$ cat src/hdl/frp_pkg.sv
// Shared constants for the FIFO read port with rewind
package frp_pkg;

  // Default geometry: 524288 words of 36 bits
  localparam int unsigned FRP_ADDR_W = 19;
  localparam int unsigned FRP_DATA_W = 36;

  // Number of pin inputs passed through the synchroniser bank
  localparam int unsigned FRP_PIN_N = 10;

  // Bit positions of each pin in the synchroniser vector
  localparam int unsigned FRP_PIN_REN_N   = 0;
  localparam int unsigned FRP_PIN_SEL_N   = 1;
  localparam int unsigned FRP_PIN_REWIND  = 2;
  localparam int unsigned FRP_PIN_MARK    = 3;
  localparam int unsigned FRP_PIN_OE_N    = 4;
  localparam int unsigned FRP_PIN_STROBE  = 5;
  localparam int unsigned FRP_PIN_FULL_N  = 6;
  localparam int unsigned FRP_PIN_PART_N  = 7;
  localparam int unsigned FRP_PIN_FALL    = 8;
  localparam int unsigned FRP_PIN_ASYNC   = 9;

  // Level each synchroniser stage holds under reset: all inputs idle
  localparam logic [FRP_PIN_N-1:0] FRP_PIN_IDLE = 10'h0_D3;

  // Pointer value that reset and an unmarked rewind load
  localparam logic [FRP_ADDR_W:0] FRP_PTR_ZERO = 20'h0_0000;

  // Output register value after full or partial reset
  localparam logic [FRP_DATA_W-1:0] FRP_DATA_ZERO = 36'h0_0000_0000;

endpackage

$ cat src/hdl/frp_pin_if.sv
// Synchronised pin levels passed from the synchroniser bank to the read port
`timescale 1ns/1ps
`default_nettype none
interface frp_pin_if;
  logic read_enable_n;
  logic read_select_n;
  logic rewind_request;
  logic mark;
  logic output_enable_n;
  logic read_strobe;
  logic full_reset_n;
  logic partial_clear_n;
  logic first_word_fall_through;
  logic async_read;

  modport src (
    output read_enable_n,
    output read_select_n,
    output rewind_request,
    output mark,
    output output_enable_n,
    output read_strobe,
    output full_reset_n,
    output partial_clear_n,
    output first_word_fall_through,
    output async_read
  );

  modport dst (
    input read_enable_n,
    input read_select_n,
    input rewind_request,
    input mark,
    input output_enable_n,
    input read_strobe,
    input full_reset_n,
    input partial_clear_n,
    input first_word_fall_through,
    input async_read
  );
endinterface
`default_nettype wire

$ cat src/hdl/frp_pin_sync.sv
// Two-flop synchroniser bank for the read port's pin inputs
`timescale 1ns/1ps
`default_nettype none
module frp_pin_sync
  import frp_pkg::*;
(
  input  wire logic                 clock_i,
  input  wire logic                 rstn_i,
  input  wire logic [FRP_PIN_N-1:0] pins_i,
  frp_pin_if.src                    pin_o
);

  typedef struct packed {
    logic [FRP_PIN_N-1:0] meta;
    logic [FRP_PIN_N-1:0] sync;
  } frp_sync_state_t;

  frp_sync_state_t state_q;
  frp_sync_state_t state_d;

  always_comb begin
    state_d      = state_q;
    state_d.meta = pins_i;
    state_d.sync = state_q.meta;
  end

  always_ff @(posedge clock_i or negedge rstn_i) begin
    if (!rstn_i) begin
      state_q <= '{meta: FRP_PIN_IDLE, sync: FRP_PIN_IDLE};
    end else begin
      state_q <= state_d;
    end
  end

  assign pin_o.read_enable_n           = state_q.sync[FRP_PIN_REN_N];
  assign pin_o.read_select_n           = state_q.sync[FRP_PIN_SEL_N];
  assign pin_o.rewind_request          = state_q.sync[FRP_PIN_REWIND];
  assign pin_o.mark                    = state_q.sync[FRP_PIN_MARK];
  assign pin_o.output_enable_n         = state_q.sync[FRP_PIN_OE_N];
  assign pin_o.read_strobe             = state_q.sync[FRP_PIN_STROBE];
  assign pin_o.full_reset_n            = state_q.sync[FRP_PIN_FULL_N];
  assign pin_o.partial_clear_n         = state_q.sync[FRP_PIN_PART_N];
  assign pin_o.first_word_fall_through = state_q.sync[FRP_PIN_FALL];
  assign pin_o.async_read              = state_q.sync[FRP_PIN_ASYNC];

endmodule
`default_nettype wire

$ cat src/hdl/frp_read_port.sv
// Read-port control of a dual-port FIFO: sync/async reads, select, mark and rewind
`timescale 1ns/1ps
`default_nettype none

module frp_read_port
  import frp_pkg::*;
#(
  parameter int unsigned ADDR_W = FRP_ADDR_W,
  parameter int unsigned DATA_W = FRP_DATA_W
) (
  input  wire logic              clock_i,
  input  wire logic              rstn_i,
  input  wire logic              read_enable_n_i,
  input  wire logic              read_select_n_i,
  input  wire logic              read_strobe_i,
  input  wire logic              rewind_request_i,
  input  wire logic              mark_i,
  input  wire logic              output_enable_n_i,
  input  wire logic              full_reset_n_i,
  input  wire logic              partial_clear_n_i,
  input  wire logic              first_word_fall_through_i,
  input  wire logic              async_read_i,
  input  wire logic              offset_load_n_i,
  input  wire logic [DATA_W-1:0] offset_data_i,
  input  wire logic [ADDR_W:0]   write_ptr_i,
  input  wire logic [DATA_W-1:0] mem_rdata_i,
  output logic      [ADDR_W-1:0] mem_raddr_o,
  output logic      [DATA_W-1:0] read_data_out_o,
  output logic                   read_data_oe_n_o,
  output logic                   empty_flag_n_o,
  output logic                   output_ready_n_o,
  output logic                   fifo_reset_busy_o
);

  typedef struct packed {
    logic [ADDR_W:0]   rd_ptr;
    logic [ADDR_W:0]   mark_ptr;
    logic              mark_set;
    logic [DATA_W-1:0] data;
    logic              empty_n;
    logic              ready_n;
    logic              fall_thru;
    logic              async_rd;
    logic              sel_n;
    logic              strobe;
    logic              rewind;
  } frp_state_t;

  frp_pin_if pin ();

  logic [FRP_PIN_N-1:0] pins_raw;

  // Pack the pins into one vector for the synchroniser bank
  always_comb begin
    pins_raw                 = FRP_PIN_IDLE;
    pins_raw[FRP_PIN_REN_N]  = read_enable_n_i;
    pins_raw[FRP_PIN_SEL_N]  = read_select_n_i;
    pins_raw[FRP_PIN_REWIND] = rewind_request_i;
    pins_raw[FRP_PIN_MARK]   = mark_i;
    pins_raw[FRP_PIN_OE_N]   = output_enable_n_i;
    pins_raw[FRP_PIN_STROBE] = read_strobe_i;
    pins_raw[FRP_PIN_FULL_N] = full_reset_n_i;
    pins_raw[FRP_PIN_PART_N] = partial_clear_n_i;
    pins_raw[FRP_PIN_FALL]   = first_word_fall_through_i;
    pins_raw[FRP_PIN_ASYNC]  = async_read_i;
  end

  frp_pin_sync frp_pin_sync_inst (
    .clock_i (clock_i),
    .rstn_i  (rstn_i),
    .pins_i  (pins_raw),
    .pin_o   (pin.src)
  );

  // Pointer step with wrap through the extra lap bit
  function automatic logic [ADDR_W:0] ptr_inc(input logic [ADDR_W:0] p);
    return p + {{ADDR_W{1'b0}}, 1'b1};
  endfunction

  frp_state_t state_q;
  frp_state_t state_d;

  logic in_reset;
  logic mem_empty;
  logic rewind_evt;
  logic strobe_evt;
  logic sync_req;
  logic take_word;
  logic fall_load;

  assign in_reset  = !pin.full_reset_n || !pin.partial_clear_n;
  // Pointers equal, lap bit included: nothing left to read
  assign mem_empty = (state_q.rd_ptr == write_ptr_i);

  assign rewind_evt = pin.rewind_request && !state_q.rewind;
  // A strobe pulse shorter than one clock period may be missed
  assign strobe_evt = pin.read_strobe && !state_q.strobe;

  assign sync_req = !state_q.async_rd && !pin.read_enable_n && !state_q.sel_n;

  always_comb begin
    state_d        = state_q;
    state_d.strobe = pin.read_strobe;
    state_d.rewind = pin.rewind_request;
    state_d.sel_n  = pin.read_select_n;
    take_word      = 1'b0;
    fall_load      = 1'b0;

    if (!pin.full_reset_n) begin
      // Mode straps are caught while full reset is held
      state_d.fall_thru = pin.first_word_fall_through;
      state_d.async_rd  = pin.async_read;
    end

    if (in_reset) begin
      // reset clears pointer, mark and output
      state_d.rd_ptr   = FRP_PTR_ZERO;
      state_d.mark_ptr = FRP_PTR_ZERO;
      state_d.mark_set = 1'b0;
      state_d.data     = FRP_DATA_ZERO;
      state_d.empty_n  = 1'b0;
      state_d.ready_n  = 1'b1;
    end else if (rewind_evt) begin
      state_d.rd_ptr  = state_q.mark_set ? state_q.mark_ptr : FRP_PTR_ZERO;
      // Mark capture is skipped in the rewind cycle
      // rewind flag indication
      state_d.empty_n = 1'b0;
      state_d.ready_n = 1'b1;
    end else begin
      if (state_q.async_rd) begin
        take_word = strobe_evt && !mem_empty;
      end else if (sync_req && !offset_load_n_i) begin
        state_d.data = offset_data_i;
      end else if (state_q.fall_thru) begin
        // Fall-through: refill output when empty or consumed
        fall_load = !mem_empty && (state_q.ready_n || sync_req);
        if (sync_req && !state_q.ready_n && mem_empty) begin
          state_d.ready_n = 1'b1;
        end
      end else begin
        take_word = sync_req && !mem_empty;
      end

      if (take_word || fall_load) begin
        state_d.data   = mem_rdata_i;
        state_d.rd_ptr = ptr_inc(state_q.rd_ptr);
      end
      if (fall_load) begin
        state_d.ready_n = 1'b0;
      end

      state_d.empty_n = !(state_d.rd_ptr == write_ptr_i);

      if (pin.mark) begin
        state_d.mark_ptr = state_q.rd_ptr;
        state_d.mark_set = 1'b1;
      end
    end
  end

  // Edge trackers reset to idle pin levels, so no false edge follows reset
  always_ff @(posedge clock_i or negedge rstn_i) begin
    if (!rstn_i) begin
      state_q <= '{
        rd_ptr:   FRP_PTR_ZERO,
        mark_ptr: FRP_PTR_ZERO,
        mark_set: 1'b0,
        data:     FRP_DATA_ZERO,
        empty_n:  1'b0,
        ready_n:  1'b1,
        fall_thru: 1'b0,
        async_rd: 1'b0,
        sel_n:    1'b1,
        strobe:   1'b0,
        rewind:   1'b0
      };
    end else begin
      state_q <= state_d;
    end
  end

  // Memory address drops the lap bit
  assign mem_raddr_o       = state_q.rd_ptr[ADDR_W-1:0];
  assign read_data_out_o   = state_q.data;
  assign fifo_reset_busy_o = in_reset;

  // flag presented for the active mode
  assign empty_flag_n_o   = state_q.fall_thru ? 1'b1 : state_q.empty_n;
  assign output_ready_n_o = state_q.fall_thru ? state_q.ready_n : 1'b1;

  // output enable alone controls drive in reset
  assign read_data_oe_n_o = in_reset ? pin.output_enable_n
                                     : (pin.output_enable_n || state_q.sel_n);

endmodule
`default_nettype wire

$ cat config.mk
export PLATFORM = sky130hd
export DESIGN_NAME = frp_read_port
export DESIGN_NICKNAME = d
export VERILOG_FILES = /design/src/hdl/frp_pkg.sv /design/src/hdl/frp_pin_if.sv /design/src/hdl/frp_pin_sync.sv /design/src/hdl/frp_read_port.sv
export SDC_FILE = /design/constraint.sdc
export NUM_CORES = 1
export LEC_CHECK = 0
export BUFFER_PORTS_ARGS = -buffer_cell sky130_fd_sc_hd__buf_2
export CAP_MARGIN = 20
export CORE_ASPECT_RATIO = 0.5
export CORE_MARGIN = 1
export CORE_UTILIZATION = 52
export CTS_CLUSTER_DIAMETER = 30
export CTS_CLUSTER_SIZE = 30
export DETAILED_ROUTE_END_ITERATION = 8
export PLACE_DENSITY = 0.8
export SYNTH_ARGS = -nofsm -noshare
export SYNTH_HDL_FRONTEND = slang
export SYNTH_SLANG_ARGS = --single-unit
$ cat constraint.sdc
create_clock -name clock_i -period 2.5 [get_ports clock_i]
set_input_delay 0.5 -clock clock_i [delete_from_list [all_inputs] [get_ports clock_i]]
set_output_delay 0.5 -clock clock_i [all_outputs]
set_load 0.02 [all_outputs]
# Yosys cells after proc, flatten, opt, wreduce, memory -nomap -nowiden
# Cells that the tools add are included.
classes:
  n_reduce_logical: 32
  n_mux: 30
  bitwise: 0
  order_cmp: 0
  multipliers: 0
  shift: 0
  n_div: 0
  n_eq_ne: 6
  add_sub_neg: 1
op_table:
  columns: ["cell", "n"]
  rows:
  - ["$mux 36", 3]
  - ["$mux 20", 5]
  - ["$mux 79", 1]
  - ["$mux 57", 1]
  - ["$eq 20x20->1", 2]
  - ["$mux 21", 1]
  - ["$add 20x1->20 const B", 1]
  - ["$mux 1", 18]
  - ["$logic_not 1->1", 11]
  - ["$logic_and 1x1->1", 10]
  - ["$reduce_bool 4->1", 2]
  - ["$logic_or 1x1->1", 4]
  - ["$ne 4x1->1 const B", 1]
  - ["$ne 4x3->1 const B", 1]
  - ["$reduce_and 4->1", 1]
  - ["$ne 3x1->1 const B", 1]
  - ["$reduce_and 3->1", 1]
  - ["$reduce_bool 3->1", 1]
  - ["$mux 2", 1]
  - ["$ne 2x2->1 const B", 1]
  - ["$reduce_and 2->1", 1]
  - ["$reduce_bool 2->1", 1]
totals:
  latchBits: 0
  memories: 0
  mem_bits_ro: 0
  in_bits: 105
  elab_cells: 82
  mem_bits_rw: 0
  regBits: 104
  out_inout_bits: 59

# Longest topological paths before layout
logic_depth:
  depth_word: 18
  depth_mapped: 12
  ltp_nobuf: 9

# Hierarchy
# Synthesis repeated with hierarchy kept, for this count alone.
unflattened:
  cells_unflattened: 544
  hier_area_um2: 5482.8
by_module_without_submodules:
  columns: ["module", "cells_per_inst", "area_per_inst_um2", "instances", "seq_area_each_um2"]
  rows:
  - ["frp_read_port", 524, 4969.8, 1, 2104.5]
  - ["frp_pin_sync", 20, 513.0, 1, 513.0]

# Worst setup path after synthesis
# OpenSTA, ideal clock, no wires.
synth_timing:
  path_kind: "input port to flip-flop"
  from: "input port write_ptr_i[15]"
  to: "register state_q, in the netlist read_data_out_o[0]"
  slack_ps: 254
  path_stages: 11
  arrival_ps: 2164
  required_time_ps: 2417
  setup_ps: 83
  n_path_buf: 3
  cell_sequence: "xor2_1 -> nor4b_1 -> and4_1 -> buf_2 -> a21o_1 -> buf_6 -> o41ai_2 -> a21oi_4 -> buf_2 -> nand2_1 -> o21ai_0"
synth_between:
  elab_chain_len: 12
  elab_cells_between_ends: 22
  classes_between: "eq/ne: 2; mux: 13; reduce/logical: 7"
synth_rtl:
  columns: ["item", "line", "rtl"]
  rows:
  - ["from (decl)", "frp_read_port.sv:25", "input wire logic [ADDR_W:0] write_ptr_i,"]
  - ["$eq 20x20->1 (*)", "frp_read_port.sv:93", "assign mem_empty = (state_q.rd_ptr == write_ptr_i);"]
  - ["$logic_not 1->1 (*)", "frp_read_port.sv:131, frp_read_port.sv:136, frp_read_port.sv:141", null]
  - ["$logic_and 1x1->1, on equally long branches", "frp_read_port.sv:141, frp_read_port.sv:136", null]
  - ["$mux 1", "frp_read_port.sv:134", "end else if (state_q.fall_thru) begin"]
  - ["$mux 1", "frp_read_port.sv:132", "end else if (sync_req && !offset_load_n_i) begin"]
  - ["$mux 1", "frp_read_port.sv:130", "if (state_q.async_rd) begin"]
  - ["$mux 1", "frp_read_port.sv:123", "end else if (rewind_evt) begin"]
  - ["$mux 1", "frp_read_port.sv:115", "if (in_reset) begin"]
  - ["$logic_or 1x1->1 (*)", "frp_read_port.sv:144", "if (take_word || fall_load) begin"]
  - ["$mux 36", "frp_read_port.sv:144", null]
  - ["$mux 57", "frp_read_port.sv:123", null]
  - ["$mux 79", "frp_read_port.sv:115", null]
  - ["to (signal assigned)", "frp_read_port.sv:164", "state_q <= '{"]
  - ["to (signal assigned)", "frp_read_port.sv:178", "state_q <= state_d;"]
  - ["to (decl)", "frp_read_port.sv:80", "frp_state_t state_q;"]
# Mark *: on every way between the ends. The rest lies on a longest branch, timed or not. The select of a mux whose other input is x is not followed.
# A chain may end at the register's enable or synchronous reset.

==> impl_table.tex <==
\begin{tabular}{lr}
\hline
Metric & Value \\
\hline
\multicolumn{2}{l}{\textbf{Run status}} \\
Status & finished, final reports clean \\
\multicolumn{2}{l}{\textbf{Clock tree}} \\
Buffer type at the clock tree root & sky130\_fd\_sc\_hd\_\_clkbuf\_16 \\
Clock edge transition at the registers on the reported setup and hold paths & 0.07 ns \\
Sinks on Clock Net & between 100 and 150 \\
CTS tree & built \\
CTS resizes & 0 \\
Number of post-CTS setup repair buffers & 0 \\
H-Tree Depth & 3 \\
Number of buffers added by the clock tree synthesis step & 9 \\
Clock latency on the worst-skew pair & 0.35 ns \\
Max clock buf depth & 2 \\
Post-CTS Hold Buffers & 0 \\
\multicolumn{2}{l}{\textbf{Final layout}} \\
Finished Layout Cells & $\sim$820 \\
Final core utilization & between 60 and 70\% \\
Number of inserted filler cells in the final layout & approximately 850 \\
Number of antenna repair diodes & 0 \\
Proportion of layout cells with a drive suffix above 1 & 37.1\% \\
Area Growth Syn to Fin & 20.4\% \\
Number of nets at the end of the flow & between 700 and 800 \\
Summed area of non-filler cells in the final layout & 6600 um2 \\
\multicolumn{2}{l}{\textbf{Placement}} \\
Placed Area & around 6300 um2 \\
HPWL Detailed & roughly 9400 um \\
IO Port Bufs & 163 \\
Routability Congestion & 0.879 \\
DP Cell Count & 808 \\
\multicolumn{2}{l}{\textbf{Worst setup path}} \\
CP arrival & approximately 2.6 ns \\
Data required time of the worst path & between 2 and 3 ns \\
Worst Path Class, Setup & flip-flop to flip-flop \\
CP Max Fanout & 4 \\
Setup crit end kind & flip-flop \\
Type of element launching the critical path & flip-flop \\
\multicolumn{2}{l}{\textbf{Floorplan}} \\
Core outline area & between 10,000 and 15,000 um2 \\
Initial core utilization & between 50\% and 60\% \\
Row count & 26 \\
Area of the die & 11,000 um2 \\
Y dimension of the die & $\sim$75 um \\
I/O pin total & roughly 160 \\
Die X-Extent & 147 um \\
\multicolumn{2}{l}{\textbf{STA}} \\
Transition at the pin with the smallest max-transition slack & 0.574 ns \\
Normalized max-slew margin & around three fifths \\
Clock skew & 0.0139 ns \\
Crit path time final & between 2 and 2.5 ns \\
Endpoints failing setup & 0 \\
Post-route fraction of the period consumed by the critical path & approximately 96\% \\
Setup repair after global routing missed its margin & no \\
Fin. max-slew vios & 0 \\
Maximum clock frequency & roughly 420 MHz \\
Worst Hold Slack & around 0.15 ns \\
Final Hold Vio Count & 0 \\
\multicolumn{2}{l}{\textbf{Synth}} \\
FFs w/ async S/R, synth & between 90\% and 100\% \\
Mapped Nets & 650 \\
Cell area after synthesis & between 5000 and 6000 um2 \\
Number of enable flip-flop cells after synthesis & 0 \\
Count of mapped cells out of synthesis & about 540 \\
Post-synth top flop & sky130\_fd\_sc\_hd\_\_dfrtp\_1 \\
Number of synthesized register bits & roughly 100 \\
Average instance area after synthesis & $\sim$10 um2 \\
Register area share after synthesis & between 40\% and 50\% \\
Synth Warn \# & 0 \\
Number of distinct library cells after synthesis & 56 \\
\multicolumn{2}{l}{\textbf{Power and ir drop}} \\
Total power per unit cell area & approximately 550 nW/um2 \\
Standby leakage power & about 3.3 nW \\
Worst IR Drop VDD & roughly 0.00033 V \\
\multicolumn{2}{l}{\textbf{Drt}} \\
Detail Route Antenna Nets & 0 \\
Drt initial violations & about 210 \\
Routed wire length & $\sim$13,000 um \\
Count of unresolved DRC violations after routing & 0 \\
Length of the first detailed-routing pass in iterations & 6 \\
Mean routed wirelength per cell & roughly 15 um \\
Via count & between 4k and 5k \\
Via density & between 5 and 6 \\
\multicolumn{2}{l}{\textbf{Global routing}} \\
Number of antenna violations at the first check in global routing & 1 \\
Total global routing track utilization & around 23\% \\
GRT Residual Overflow & 0 \\
Maximum number of pins on one net before global-route repair & 48 \\
Via count of the first global-routing pass & between 3k and 4k \\
Global-route wire length before repair & slightly below 20,000 um \\
\multicolumn{2}{l}{\textbf{Hold path}} \\
Hold WC Path Type & input pin to asynchronous set/reset pin \\
\multicolumn{2}{l}{\textbf{Run}} \\
Max-cap violation count & 0 \\
\hline
\end{tabular}
==> stage by stage <==
step / setup TNS (ns) / setup slack, ns / total power (W)
final: 0 / 0.0972 / 0.00363
after global routing: 0 / 0.00924 / 0.00378
after CTS: 0 / 0.0887 / 0.00367
after detailed placement: -0.359 / -0.0539 / 0.00233
after global placement: -0.0591 / -0.0591 / 0.00231
after floorplan: 0 / 0.254 / 0.00211
==> worst max-delay path, cell delays in order, from the launching register on <==
cell	delay [ns]
sky130_fd_sc_hd__dfrtp_1	0.39
sky130_fd_sc_hd__or4b_1	0.57
sky130_fd_sc_hd__o211ai_2	0.18
sky130_fd_sc_hd__nand4_1	0.25
sky130_fd_sc_hd__nand2b_1	0.26
sky130_fd_sc_hd__o41ai_1	0.35
sky130_fd_sc_hd__o211a_1	0.21
sky130_fd_sc_hd__a31oi_1	0.08
==> area by class of cell <==
class	count	area (um2)	share of cell area (%)
clock buffers	10	229	3.47
flip-flops and latches	104	2620	39.6
inverters	5	21.3	0.322
repair buffers	209	1200	18.2
clock inverters	6	55.1	0.834
multi-input cells	350	2300	34.9
well taps	140	175	2.65
==> metal layers <==
metal | track usage [%] | wire length, um | up-vias
met2 | 40.5 | 6270 | 127
met5 | 0 | 16 | -
met3 | 5.09 | 562 | 10
met1 | 29.2 | 5660 | 2090
li1 | - | - | 2101
met4 | 5.27 | 76 | 2
==> state kept, by name, summed over array words and instances, names as in the netlist <==
name and cells:
frp_pin_sync_inst.pin_o.rewind_request 1, state_q 29, frp_pin_sync_inst.pin_o.read_enable_n 1, frp_pin_sync_inst.pin_o.mark 1, frp_pin_sync_inst.pin_o.read_select_n 1, frp_pin_sync_inst.state_d 10, frp_pin_sync_inst.pin_o.full_reset_n 1, frp_pin_sync_inst.pin_o.partial_clear_n 1
read_data_out_o 36, mem_raddr_o 19, frp_pin_sync_inst.pin_o.async_read 1, frp_pin_sync_inst.pin_o.read_strobe 1, frp_pin_sync_inst.pin_o.output_enable_n 1, frp_pin_sync_inst.pin_o.first_word_fall_through 1
==> final timing paths <==
kind	startpoint	to	slack, ns	cells past startpoint
min reg2reg	frp_pin_sync_inst.state_d[3]	frp_pin_sync_inst.pin_o.mark	0.35	0
min in group clock_i	full_reset_n_i	frp_pin_sync_inst.state_d[6]	0.25	1
max	state_q[3]	state_q[6]	0.1	7
max reg2reg	state_q[3]	state_q[6]	0.1	7
min	rstn_i	read_data_out_o[25]	0.15	1
max in group asynchronous	rstn_i	state_q[6]	1.60	2
==> cell usage in the layout (no fill, tap or decap), types with 3 or more instances in the layout <==
cell type	count
sky130_fd_sc_hd__dfrtp_1	92
sky130_fd_sc_hd__nor3_1	7
sky130_fd_sc_hd__a21oi_1	6
sky130_fd_sc_hd__o21ai_0	59
sky130_fd_sc_hd__mux2i_1	37
sky130_fd_sc_hd__buf_2	162
sky130_fd_sc_hd__inv_1	4
sky130_fd_sc_hd__xnor2_1	23
sky130_fd_sc_hd__clkinv_4	4
sky130_fd_sc_hd__nor3b_1	4
sky130_fd_sc_hd__o21ai_1	4
sky130_fd_sc_hd__nand2b_1	5
sky130_fd_sc_hd__xor2_1	20
sky130_fd_sc_hd__nor2_1	19
sky130_fd_sc_hd__a22o_1	23
sky130_fd_sc_hd__dfstp_2	12
sky130_fd_sc_hd__nand4_1	6
sky130_fd_sc_hd__clkbuf_16	9
sky130_fd_sc_hd__nand3_1	15
sky130_fd_sc_hd__nand2_1	78
sky130_fd_sc_hd__buf_12	3
sky130_fd_sc_hd__buf_4	44
==> power breakdown <==
| part | switching [W] | internal, W | total, W |
|---|---|---|---|
| sequential | 0.0000294 | 0.00174 | 0.00177 |
| combinational | 0.000293 | 0.000236 | 0.000529 |
| clock | 0.000636 | 0.000694 | 0.00133 |
==> cell families (layout without fill, tap and decap cells) <==
family                   Yosys count  count (layout)  share of synthesized area (%)
adder cells (fa/ha/maj)            1               1                          0.228
flip-flops                       104             104                           47.7
AND/OR/NAND/NOR                  150             150                           13.1
AO/OA/AOI/OAI                    114             114                           13.7
XOR/XNOR                          46              46                           7.49
buffers and inverters             90             230                           10.6
multiplexers                      39              39                           7.17
==> synthesized netlist by cell type (all sizes together) (2+ instances only) <==
library cell,number,area [um2]
buf,69,495
dfrtp,92,2300
dfstp,12,315
a21o,2,15.0
o21ai,63,315
o31a,2,17.5
clkbuf,16,66.3
o211ai,2,20.0
xor2,21,184
nor4b,2,17.5
mux2i,37,370
nor2,19,71.3
mux2,2,22.5
nand3,16,85.1
a21oi,8,55.1
nand2,78,293
nor3b,4,30.0
nand2b,5,31.3
o41ai,2,25.0
inv,5,21.3
nor4,2,27.5
nand4,6,37.5
and4,2,17.5
nor3,9,55.1
a22o,23,201
a221oi,2,17.5
nor2b,2,12.5
xnor2,25,226
nand3b,2,15.0
(Power assumes the default switching activity.)
